--- config.mk ---
export PLATFORM = sky130hd
export DESIGN_NAME = rtcai_ctrl
export DESIGN_NICKNAME = d
export VERILOG_FILES = /design/src/rtcai_pkg.sv /design/src/rtcai_ctrl.sv
export SDC_FILE = /design/constraint.sdc
export NUM_CORES = 1
export LEC_CHECK = 0
export CORE_MARGIN = 4
export CORE_UTILIZATION = 60
export CTS_CLUSTER_SIZE = 14
export DETAILED_ROUTE_END_ITERATION = 6
export DONT_BUFFER_PORTS = 1
export PLACE_DENSITY = 0.86
export SYNTH_ARGS = -nofsm -noshare
export SYNTH_HDL_FRONTEND = slang
export SYNTH_SLANG_ARGS = --single-unit
--- constraint.sdc ---
create_clock -name clock_i -period 8.24 [get_ports clock_i]
set_input_delay 0.824 -clock clock_i [delete_from_list [all_inputs] [get_ports clock_i]]
set_output_delay 0.824 -clock clock_i [all_outputs]
set_load 0.05 [all_outputs]
--- src/rtcai_pkg.sv ---
// constants for the alarm / oscillator control block of the rtc
// assumes a 200 MHz system clock and an 8-bit register port
package rtcai_pkg;
  localparam logic [6:0] ALM0_SEC_OFS = 7'h07;
  localparam logic [6:0] ALM1_DAY_OFS = 7'h0e;
  localparam logic [6:0] CTRL_OFS = 7'h0f;
  localparam logic [6:0] STAT_OFS = 7'h10;
  // control register fields
  localparam int CTRL_OSC_OFF_BIT = 7;
  localparam int CTRL_STOP_DIS_BIT = 5;
  localparam int CTRL_GFIL_BIT = 4;
  localparam int CTRL_SQUARE_BIT = 3;
  localparam int CTRL_ROUTE_BIT = 2;
  localparam int CTRL_ALM1_EN_BIT = 1;
  localparam int CTRL_ALM0_EN_BIT = 0;
  localparam logic [7:0] CTRL_WMASK = 8'hbf;
  localparam logic [7:0] CTRL_RST = 8'h80;
  // status register fields
  localparam int STAT_STOP_BIT = 7;
  localparam int STAT_F1_BIT = 1;
  localparam int STAT_F0_BIT = 0;
  localparam logic STAT_STOP_RST = 1'b1;
  localparam logic [7:0] ALM_RST = 8'h00;
  // alarm fields: bit 7 is the mask, bits 6:0 compare
  localparam int ALM_MASK_BIT = 7;
  localparam int ALM_FIELDS = 4;
  // timing
  localparam int CLK_PERIOD_NS = 5;
  localparam int GLITCH_NS = 5000;
  localparam int GLITCH_CYC = (GLITCH_NS + CLK_PERIOD_NS - 1) / CLK_PERIOD_NS;
  localparam int OSC_STOP_NS = 100000;
  localparam int OSC_STOP_CYC = OSC_STOP_NS / CLK_PERIOD_NS;
endpackage
--- src/rtcai_ctrl.sv ---
// control register, alarm matching and interrupt routing of the rtc
// assumes timekeeping logic on clock_i gives time fields and a second tick
//
// Notes on behaviour
// - disable bit set: oscillator faults ignored, stop flag held 0; resets 0
// - glitch filter bit set: oscillator output needs 5us stability; resets 0
// - square wave bit set: 32kHz oscillator wave on second irq pin
// - routing bit 1: alarm 0 to first pin, alarm 1 to second unless square wave bit set
// - routing bit 0: either enabled alarm drives the first pin
// - alarm 1 enable gates its interrupt; resets to 0
// - alarm 1 match sets its request flag regardless of enable
// - alarm 0 interrupt only on first pin, gated by its enable; resets 0
// - alarm 0 match sets its request flag regardless of enable
// - per-field mask bits choose which of seconds/minutes/hours/day compare
`timescale 1ns/1ps
module rtcai_ctrl #(
  parameter int OSC_STOP_CYCLES = rtcai_pkg::OSC_STOP_CYC
) (
  input wire logic clock_i,
  input wire logic rst_n_i,
  input wire logic reg_wr_i,
  input wire logic reg_rd_i,
  input wire logic [6:0] reg_addr_i,
  input wire logic [7:0] reg_wdata_i,
  output logic [7:0] reg_rdata_o,
  input wire logic sec_tick_i,
  input wire logic [7:0] time_sec_i,
  input wire logic [7:0] time_min_i,
  input wire logic [7:0] time_hour_i,
  input wire logic [7:0] time_day_i,
  input wire logic osc_raw_i,
  output logic osc_clean_o,
  output logic osc_off_on_battery_o,
  output logic first_irq_out_n_o,
  output logic second_irq_out_n_o
);
  logic [7:0] ctrl_ff;
  logic [7:0] alarm_ff [8];
  logic alarm_zero_request_flag_ff;
  logic alarm_one_request_flag_ff;
  logic oscillator_stopped_flag_ff;
  logic [2:0] osc_sync_ff;
  logic osc_lvl_ff;
  logic osc_filt_ff;
  logic osc_prev_ff;
  logic [9:0] glitch_cnt_ff;
  logic [31:0] stop_cnt_ff;
  logic [7:0] rdata_ff;
  logic irq0_n_ff;
  logic irq1_n_ff;

  wire osc_stop_detect_disable = ctrl_ff[rtcai_pkg::CTRL_STOP_DIS_BIT];
  wire glitch_filter_enable = ctrl_ff[rtcai_pkg::CTRL_GFIL_BIT];
  wire square_wave_enable = ctrl_ff[rtcai_pkg::CTRL_SQUARE_BIT];
  wire alarm_routing_select = ctrl_ff[rtcai_pkg::CTRL_ROUTE_BIT];
  wire alarm_one_irq_enable = ctrl_ff[rtcai_pkg::CTRL_ALM1_EN_BIT];
  wire alarm_zero_irq_enable = ctrl_ff[rtcai_pkg::CTRL_ALM0_EN_BIT];

  wire ctrl_wr = reg_wr_i && (reg_addr_i == rtcai_pkg::CTRL_OFS);
  wire stat_wr = reg_wr_i && (reg_addr_i == rtcai_pkg::STAT_OFS);
  wire alarm_sel = (reg_addr_i >= rtcai_pkg::ALM0_SEC_OFS) &&
                   (reg_addr_i <= rtcai_pkg::ALM1_DAY_OFS);
  wire [6:0] alarm_ofs = reg_addr_i - rtcai_pkg::ALM0_SEC_OFS;
  wire [2:0] alarm_idx = alarm_ofs[2:0];

  // alarm field compare, masked fields always agree
  wire [7:0] time_fld [4];
  assign time_fld[0] = time_sec_i;
  assign time_fld[1] = time_min_i;
  assign time_fld[2] = time_hour_i;
  assign time_fld[3] = time_day_i;
  logic [1:0] match;
  genvar a;
  genvar f;
  generate
    for (a = 0; a < 2; a++) begin : g_alarm
      logic [3:0] fld_ok;
      for (f = 0; f < rtcai_pkg::ALM_FIELDS; f++) begin : g_fld
        assign fld_ok[f] = alarm_ff[a*4+f][rtcai_pkg::ALM_MASK_BIT] ||
                           (alarm_ff[a*4+f][6:0] == time_fld[f][6:0]);
      end
      assign match[a] = sec_tick_i && (&fld_ok);
    end
  endgenerate

  // request flags: set by match wins over a clearing write of 0
  wire clr_f0 = stat_wr && !reg_wdata_i[rtcai_pkg::STAT_F0_BIT];
  wire clr_f1 = stat_wr && !reg_wdata_i[rtcai_pkg::STAT_F1_BIT];
  wire clr_stop = stat_wr && !reg_wdata_i[rtcai_pkg::STAT_STOP_BIT];
  wire nxt_f0 = match[0] || (alarm_zero_request_flag_ff && !clr_f0);
  wire nxt_f1 = match[1] || (alarm_one_request_flag_ff && !clr_f1);

  // oscillator: edge counted once 2nd and 3rd sync stages agree
  wire osc_agree = (osc_sync_ff[1] == osc_sync_ff[2]);
  wire nxt_osc_lvl = osc_agree ? osc_sync_ff[2] : osc_lvl_ff;
  wire glitch_done = (glitch_cnt_ff == 10'(rtcai_pkg::GLITCH_CYC - 1));
  wire [9:0] nxt_glitch_cnt = (osc_lvl_ff == osc_filt_ff) ? 10'h000 :
                              glitch_done ? 10'h000 : glitch_cnt_ff + 10'h001;
  wire nxt_osc_filt = !glitch_filter_enable ? osc_lvl_ff :
                      glitch_done ? osc_lvl_ff : osc_filt_ff;
  wire osc_edge = (osc_filt_ff != osc_prev_ff);
  wire stop_hit = (stop_cnt_ff >= 32'(OSC_STOP_CYCLES - 1));
  wire [31:0] nxt_stop_cnt = osc_edge ? 32'h0000_0000 :
                             stop_hit ? stop_cnt_ff : stop_cnt_ff + 32'h1;
  wire nxt_stop_flag = !osc_stop_detect_disable &&
                       ((stop_hit && !osc_edge) ||
                        (oscillator_stopped_flag_ff && !clr_stop));

  // interrupt routing, active low
  wire irq0_act = alarm_zero_request_flag_ff && alarm_zero_irq_enable;
  wire irq1_act = alarm_one_request_flag_ff && alarm_one_irq_enable;
  wire nxt_irq0_n = alarm_routing_select ? !irq0_act :
                    !(irq0_act || irq1_act);
  wire nxt_irq1_n = square_wave_enable ? osc_filt_ff :
                    alarm_routing_select ? !irq1_act : 1'b1;

  wire [7:0] stat_rd = {oscillator_stopped_flag_ff, 5'h00,
                        alarm_one_request_flag_ff, alarm_zero_request_flag_ff};
  // unmapped addresses read as zero
  wire [7:0] nxt_rdata = !reg_rd_i ? rdata_ff :
                         alarm_sel ? alarm_ff[alarm_idx] :
                         (reg_addr_i == rtcai_pkg::CTRL_OFS) ? ctrl_ff :
                         (reg_addr_i == rtcai_pkg::STAT_OFS) ? stat_rd : 8'h00;

  generate
    for (a = 0; a < 8; a++) begin : g_alm_reg
      always_ff @(posedge clock_i) begin
        if (!rst_n_i) begin
          alarm_ff[a] <= rtcai_pkg::ALM_RST;
        end else if (reg_wr_i && alarm_sel && alarm_idx == 3'(a)) begin
          alarm_ff[a] <= reg_wdata_i;
        end
      end
    end
  endgenerate

  always_ff @(posedge clock_i) begin
    if (!rst_n_i) begin
      ctrl_ff <= rtcai_pkg::CTRL_RST;
    end else if (ctrl_wr) begin
      ctrl_ff <= reg_wdata_i & rtcai_pkg::CTRL_WMASK;
    end
  end

  // alarm request flags
  always_ff @(posedge clock_i) begin
    if (!rst_n_i) begin
      alarm_zero_request_flag_ff <= 1'b0;
      alarm_one_request_flag_ff <= 1'b0;
    end else begin
      alarm_zero_request_flag_ff <= nxt_f0;
      alarm_one_request_flag_ff <= nxt_f1;
    end
  end

  // oscillator stop flag comes out of reset set
  always_ff @(posedge clock_i) begin
    if (!rst_n_i) begin
      oscillator_stopped_flag_ff <= rtcai_pkg::STAT_STOP_RST;
    end else begin
      oscillator_stopped_flag_ff <= nxt_stop_flag;
    end
  end

  // three-stage synchroniser for the asynchronous oscillator pin
  always_ff @(posedge clock_i) begin
    if (!rst_n_i) begin
      osc_sync_ff <= 3'h0;
      osc_lvl_ff <= 1'b0;
    end else begin
      osc_sync_ff <= {osc_sync_ff[1:0], osc_raw_i};
      osc_lvl_ff <= nxt_osc_lvl;
    end
  end

  // glitch filter and edge tracking
  always_ff @(posedge clock_i) begin
    if (!rst_n_i) begin
      osc_filt_ff <= 1'b0;
      osc_prev_ff <= 1'b0;
      glitch_cnt_ff <= 10'h000;
    end else begin
      osc_filt_ff <= nxt_osc_filt;
      osc_prev_ff <= osc_filt_ff;
      glitch_cnt_ff <= nxt_glitch_cnt;
    end
  end

  // cycles since the last clean oscillator edge, saturating
  always_ff @(posedge clock_i) begin
    if (!rst_n_i) begin
      stop_cnt_ff <= 32'h0000_0000;
    end else begin
      stop_cnt_ff <= nxt_stop_cnt;
    end
  end

  // read data register holds until the next read strobe
  always_ff @(posedge clock_i) begin
    if (!rst_n_i) begin
      rdata_ff <= 8'h00;
    end else begin
      rdata_ff <= nxt_rdata;
    end
  end

  // interrupt pins idle high out of reset
  always_ff @(posedge clock_i) begin
    if (!rst_n_i) begin
      irq0_n_ff <= 1'b1;
      irq1_n_ff <= 1'b1;
    end else begin
      irq0_n_ff <= nxt_irq0_n;
      irq1_n_ff <= nxt_irq1_n;
    end
  end

  assign reg_rdata_o = rdata_ff;
  assign osc_clean_o = osc_filt_ff;
  assign osc_off_on_battery_o = ctrl_ff[rtcai_pkg::CTRL_OSC_OFF_BIT];
  assign first_irq_out_n_o = irq0_n_ff;
  assign second_irq_out_n_o = irq1_n_ff;
endmodule

==> results of run 1 <==
-- path summary, 6_finish.rpt --
path,slack [ps],end
setup / recovery,4910,alarm_ff[7][2]
hold / removal,380,first_irq_out_n_o
setup reg to reg,5290,stop_cnt_ff[3]
hold reg to reg,440,osc_sync_ff[1]
-- registers in the layout, indices dropped and copies added (netlist names) --
signal	count
ctrl_ff	7
osc_prev_ff	1
first_irq_out_n_o	1
reg_rdata_o	8
osc_sync_ff	3
second_irq_out_n_o	1
alarm_one_request_flag_ff	1
stop_cnt_ff	32
osc_clean_o	1
oscillator_stopped_flag_ff	1
alarm_ff	64
alarm_zero_request_flag_ff	1
osc_lvl_ff	1
glitch_cnt_ff	10
-- stage by stage --
step                      cell area, µm²  std cells  total power [mW]  worst slack, ps  hold slack [ps]
final                               7100        726              1.62             4910              375
after global routing                7100        726              1.66             4710              365
after CTS                           7100        726              1.62             5000              339
after detailed placement            6450        694             0.830             4520              420
after global placement              6450        694             0.826             4700              415
after floorplan                     6350        577             0.812             5010              412
-- kinds of logic (layout without fill, tap and decap cells) --
group	after synthesis	in the layout	share of synthesized area, %
and+or+nand+nor	245	245	21.5
AOI/OAI and AO/OA	64	64	5.97
adders and majority gates	8	8	1.58
muxes	26	26	7.35
buffers and inverters	29	42	1.77
DFF	132	132	51.7
xor gates and xnor gates	73	73	10.1
-- final cells by class --
cell class,count,area [µm²]
clock buffers,24,546
clock inverters,8,104
fillers,671,3230
inverters,10,37.5
multi-input cells,416,2960
flip-flops and latches,132,3280
well taps,136,170
-- layer usage --
metal | share of wire (%) | vias up | track usage [%]
li1 | - | 2074 | -
met3 | 11 | 48 | 8.30
met4 | 3.2 | 2 | 10.3
met2 | 50 | 277 | 43.4
met1 | 37 | 2203 | 30.4
met5 | 0.076 | - | 0
-- where the power goes --
| group | leakage, nW | total, mW | switching (mW) | internal (mW) |
|---|---|---|---|---|
| Combinational | 1.10 | 0.0871 | 0.0415 | 0.0456 |
| Clock | 0.323 | 0.797 | 0.277 | 0.521 |
| Sequential | 1.16 | 0.732 | 0.0236 | 0.709 |
| Total | 2.58 | 1.62 | 0.342 | 1.27 |
-- worst max-delay path, cell delays in order --
cell and delay (ps):
or3_1 410, nor3_2 910, nand3b_1 410, o21ai_0 910
-- synth_stat cells (6+ instances only) --
cell       n
edfxtp_1  64
nor4_1    12
nor3_1     7
and3_1    27
clkbuf_1  16
nand3_1   24
ha_1       8
a21oi_1   21
o21ai_0   25
a41oi_1    6
dfxtp_1   68
inv_1     10
mux4_2    16
and2_1    70
xnor2_1   32
nand4_1    9
xor2_1    41
nand2_1   41
nor2_1    29
==> flow_summary.toml, run 1 <==
[global_routing]
grt_max_degree = 48
grt_antenna_before_repair = 1
track_usage_pct = 25.7
grt_pass1_vias = 4573
grt_pass1_wl_um = 24100
grt_overflow = 0

[cts]
cts_made_buffers = 17
clockBufferDepth = 2
ctsResizeCount = 0
cts_tree = "yes"
cts_sinks = 132
hold_buffers = 0
clock-root-buffer = "clkbuf_8"
htreeDepth = 4
post_cts_buffers = 0
clk_pin_slew_worst_paths_ps = 60
insertion_delay_ps = 530

[cells_and_area]
final_nets = 638
final_common_cell = "and2_1"
diodes = 0
syn_to_final_growth_pct = 11.8
layout_common_cells = "70 x and2_1, 68 x dfxtp_1, 64 x edfxtp_1"
layout-drive-gt1-share_pct = 9.66
fin_util_pct = 68.7

[synthesis]
synth.area.top_cells = "edfxtp_1 30%, dfxtp_1 21%, and2_1 6.9%, mux4_2 5.7%, xor2_1 5.7%"
synthDominantCellAreaShare_pct = 30.3
async_flop_share_pct = 0
yosysTopAreaCell = "edfxtp_1"
yosysSeqAreaShare_pct = 51.7
syn-mean-instance-area_um2 = 11.0
ys_seq_elements = 132
syn_nets = 638
synth_ff_type = "dfxtp_1"
synthesis.area_um2 = 6350
yosysWarnings = 0
synth-edff-count = 64
postSynthCellCount = 577
yosysUniqueCellTypes = 40

[sta]
period_minus_slack_ps = 3330
rsz0062_at_grt = "no"
setup_viol = 0
hold_viol_final = 0
drv_slew = 0
relSlewSlack_pct = 18.6
fmax_mhz = 300
timing.setup.tns_ps = 0
worstMarginPinSlew_ps = 1210
skew_ps = 6.85
period_share_pct = 40.4

[detailed_routing]
vias = 4604
wirelength_um = 15700
wl_per_cell_um = 21.6
first_iter_violations = 532
avgViaCountPerCell = 6.34
ant_nets = 0
drcViolationCount = 3
firstDrtPassIters = 7

[worst_setup_path]
r2r-start = "osc_clean_o"
critical_path_class = "in -> reg"
cp-end-kind = "register"
cp-start-kind = "input port"
required_ps = 8380
r2r_cells = 4
crit_fanout = 20
arrival_ps = 3480
crit_start = "reg_addr_i[4]"

[outcome]
violations = "DRC"
status = "complete, but fails checks"

[floorplanning]
rows = 37
die_w_um = 111
core-area_um2 = 10300
start_util_pct = 61.5
die_y_um = 111
ioPinCount = 65
die_area_um2 = 12300

[job]
cap_violations = 0

[power]
ir_drop_mv = 0.141
p_leak_nw = 2.58
power.density_nw_per_um2 = 228

[worst_hold_path]
hp-class = "in -> reg"
min_path_cells = 1
hp-start = "rst_n_i"

[placement]
port_buffers = 0
dp_hpwl_um = 10700
place.gp.congestion = 0.966
No activity file was read; power rests on OpenSTA's default activity.
==> run 2: changes to the inputs <==
- ABC_AREA: unset -> 1
- CORE_UTILIZATION: 60 -> 58
- clock period: 8.24 -> 3 ns (I/O delays scaled with it)
==> run 2 against run 1 <==
Net effect:
- the run now ends clean
- sequential share of layout area fell by 2.3 points
- sequential power rose to 2.7 times the previous value
- flip-flop and latch count did not move
- final area rose by 5.3%
- final cell count rose by 42%
- power rose to 2.7 times the previous value
- synthesized cell count rose by 51%
- non-clock buffer count rose by 6
- die area rose by 9.0%
==> flow_summary.toml, run 2 <==
[outcome]
status = "finished, final reports clean"

[global_routing]
grt_pass1_vias = 5439
grt_max_degree = 46
grt_pass1_wl_um = 27300
grt_overflow = 0
track_usage_pct = 27.1
grt_antenna_before_repair = 0

[sta]
skew_ps = 5.73
timing.setup.tns_ps = 0
rsz0062_at_grt = "no"
fmax_mhz = 526
setup_viol = 0
hold_viol_final = 0
relSlewSlack_pct = 51.6
holdWs_ps = 17.3
drv_slew = 0
period_share_pct = 63.4
worstMarginPinSlew_ps = 723
period_minus_slack_ps = 1900

[cts]
cts_sinks = 132
clockBufferDepth = 2
insertion_delay_ps = 420
cts_tree = "yes"
clock-root-buffer = "clkbuf_16"
clk_pin_slew_worst_paths_ps = 60
ctsResizeCount = 0
htreeDepth = 4
cts_made_buffers = 17

[floorplanning]
die_y_um = 116
die_w_um = 116
rows = 39
start_util_pct = 59.2
core-area_um2 = 11400
die_area_um2 = 13400
ioPinCount = 65

[cells_and_area]
final_common_cell = "nand2_1"
syn_to_final_growth_pct = 10.9
diodes = 0
top_register = "alarm_ff"
layout-drive-gt1-share_pct = 4.62
fin_util_pct = 65.7
largestRegisters = "alarm_ff: 64 flops, stop_cnt_ff: 32 flops, glitch_cnt_ff: 10 flops"
final_nets = 936
largest_reg_flops = 64
layout_common_cells = "178 x nand2_1, 166 x nor2_1, 109 x inv_1"

[synthesis]
async_flop_share_pct = 0
syn-mean-instance-area_um2 = 7.71
synth.area.top_cells = "edfxtp_1 29%, dfxtp_1 20%, nand2_1 9.9%, nor2_1 9.3%, inv_1 6.1%"
synthTopCellsByCount = "178 x nand2_1, 166 x nor2_1, 109 x inv_1"
yosysWarnings = 0
ys_seq_elements = 132
synthesis.area_um2 = 6730
synth-edff-count = 64
postSynthCellCount = 873
yosysTopAreaCell = "edfxtp_1"
yosysSeqAreaShare_pct = 48.8
yosysUniqueCellTypes = 34
synth_ff_type = "dfxtp_1"
synth_most_common_cell = "nand2_1"
syn_nets = 934
synthDominantCellAreaShare_pct = 28.5

[detailed_routing]
wl_per_cell_um = 16.7
avgViaCountPerCell = 5.56
ant_nets = 0
firstDrtPassIters = 6
first_iter_violations = 401
drcViolationCount = 0
wirelength_um = 17200
vias = 5728

[placement]
port_buffers = 0
dp_hpwl_um = 12300
place.gp.congestion = 0.986

[worst_hold_path]
hp-start = "reg_wdata_i[7]"
holdPathEnd = "ctrl_ff[7]"
min_path_cells = 2
hp-class = "in -> reg"

[power]
ir_drop_mv = 0.399
p_switching_mw = 1.03
power.density_nw_per_um2 = 595
seq_power_share_pct = 45.4
switching_share_pct = 23.1
internal_power_mw = 3.41
power_frac_comb_pct = 7.3
p_leak_nw = 3.11
pwr-share-clk_pct = 47.3

[worst_setup_path]
cp-end-kind = "register"
crit_fanout = 26
cp-start-kind = "register"
arrival_ps = 2220
r2r-start = "osc_clean_o"
r2r_setup_slack_ps = 1100
critical_path_class = "reg -> reg"
worstReg2RegEnd = "stop_cnt_ff[23]"
crit_start = "osc_clean_o"
r2r_cells = 5
required_ps = 3320

[job]
cap_violations = 0
run 2: cell count changes after synthesis, moves of 26 or more:
cell     delta
xor2_1     -28
and2_1     -70
and3_1     -26
inv_1      +99
o21ai_0    +39
nand2_1   +137
a21oi_1    +32
nor2_1    +137
run 2: critical path, stage by stage (launching register included):
cell	delay, ps
dfxtp_1	300
buf_4	200
xor2_1	220
nor2_4	190
clkinv_1	580
nor2_1	320
run 2: how the worst max path moves through the flow:
stage	to	slack [ps]	cells past startpoint
floorplan	alarm_ff[2][0]	680	11
global placement	alarm_ff[2][5]	780	8
detailed placement	alarm_ff[1][7]	770	8
CTS	stop_cnt_ff[14]	1070	5
global route	stop_cnt_ff[12]	890	5
finish	stop_cnt_ff[23]	1100	5
run 2: final cells by class:
type,count,area [µm²]
Fill cell,942,3900
Sequential cell,132,3280
Multi-Input combinational cell,602,2910
Clock buffer,25,553
Inverter,116,435
Tap cell,143,179
Clock inverter,6,60.1
Timing Repair Buffer,6,52.6
run 2: layer usage:
metal	routed length [µm]	track usage, %	up-vias
met3	1690	8.46	48
met2	8150	44.5	258
met4	652	11.9	0
met5	0	0	-
met1	6680	33.0	2598
li1	-	-	2824
run 2: cells by family (layout without fill, tap and decap cells):
| family | Yosys count | count (layout) | synth area share, % |
|---|---|---|---|
| and+or+nand+nor | 420 | 420 | 26.1 |
| buffers and inverters | 139 | 153 | 8.08 |
| AOI/OAI and AO/OA | 137 | 137 | 10.8 |
| DFF | 132 | 132 | 48.8 |
| xor gates and xnor gates | 37 | 37 | 4.81 |
| adders and majority gates | 8 | 8 | 1.49 |
run 2: through the flow:
stage	instance area [µm²]	total power, mW	worst slack [ps]	cells
after floorplan	6730	2.28	683	873
after CTS	7470	4.44	1070	1030
after global routing	7470	4.59	894	1030
final	7470	4.44	1100	1030
after detailed placement	6830	2.36	771	996
after global placement	6830	2.35	776	996
run 2: timing repair:
action,4_1_cts,5_1_grt
hold endpoints to repair,8,0
setup buffers,0,0
setup endpoints to repair,0,0
hold buffers,3,0
run 2: power by group through the flow:
stage / Sequential, mW / Combinational (mW) / Clock [mW]
6_report: 2.01 / 0.326 / 2.10
5_1_grt: 2.02 / 0.359 / 2.21
4_1_cts: 2.01 / 0.320 / 2.11
3_5_place_dp: 2.05 / 0.311 / 0
3_3_place_gp: 2.05 / 0.305 / 0
2_1_floorplan: 2.03 / 0.248 / 0
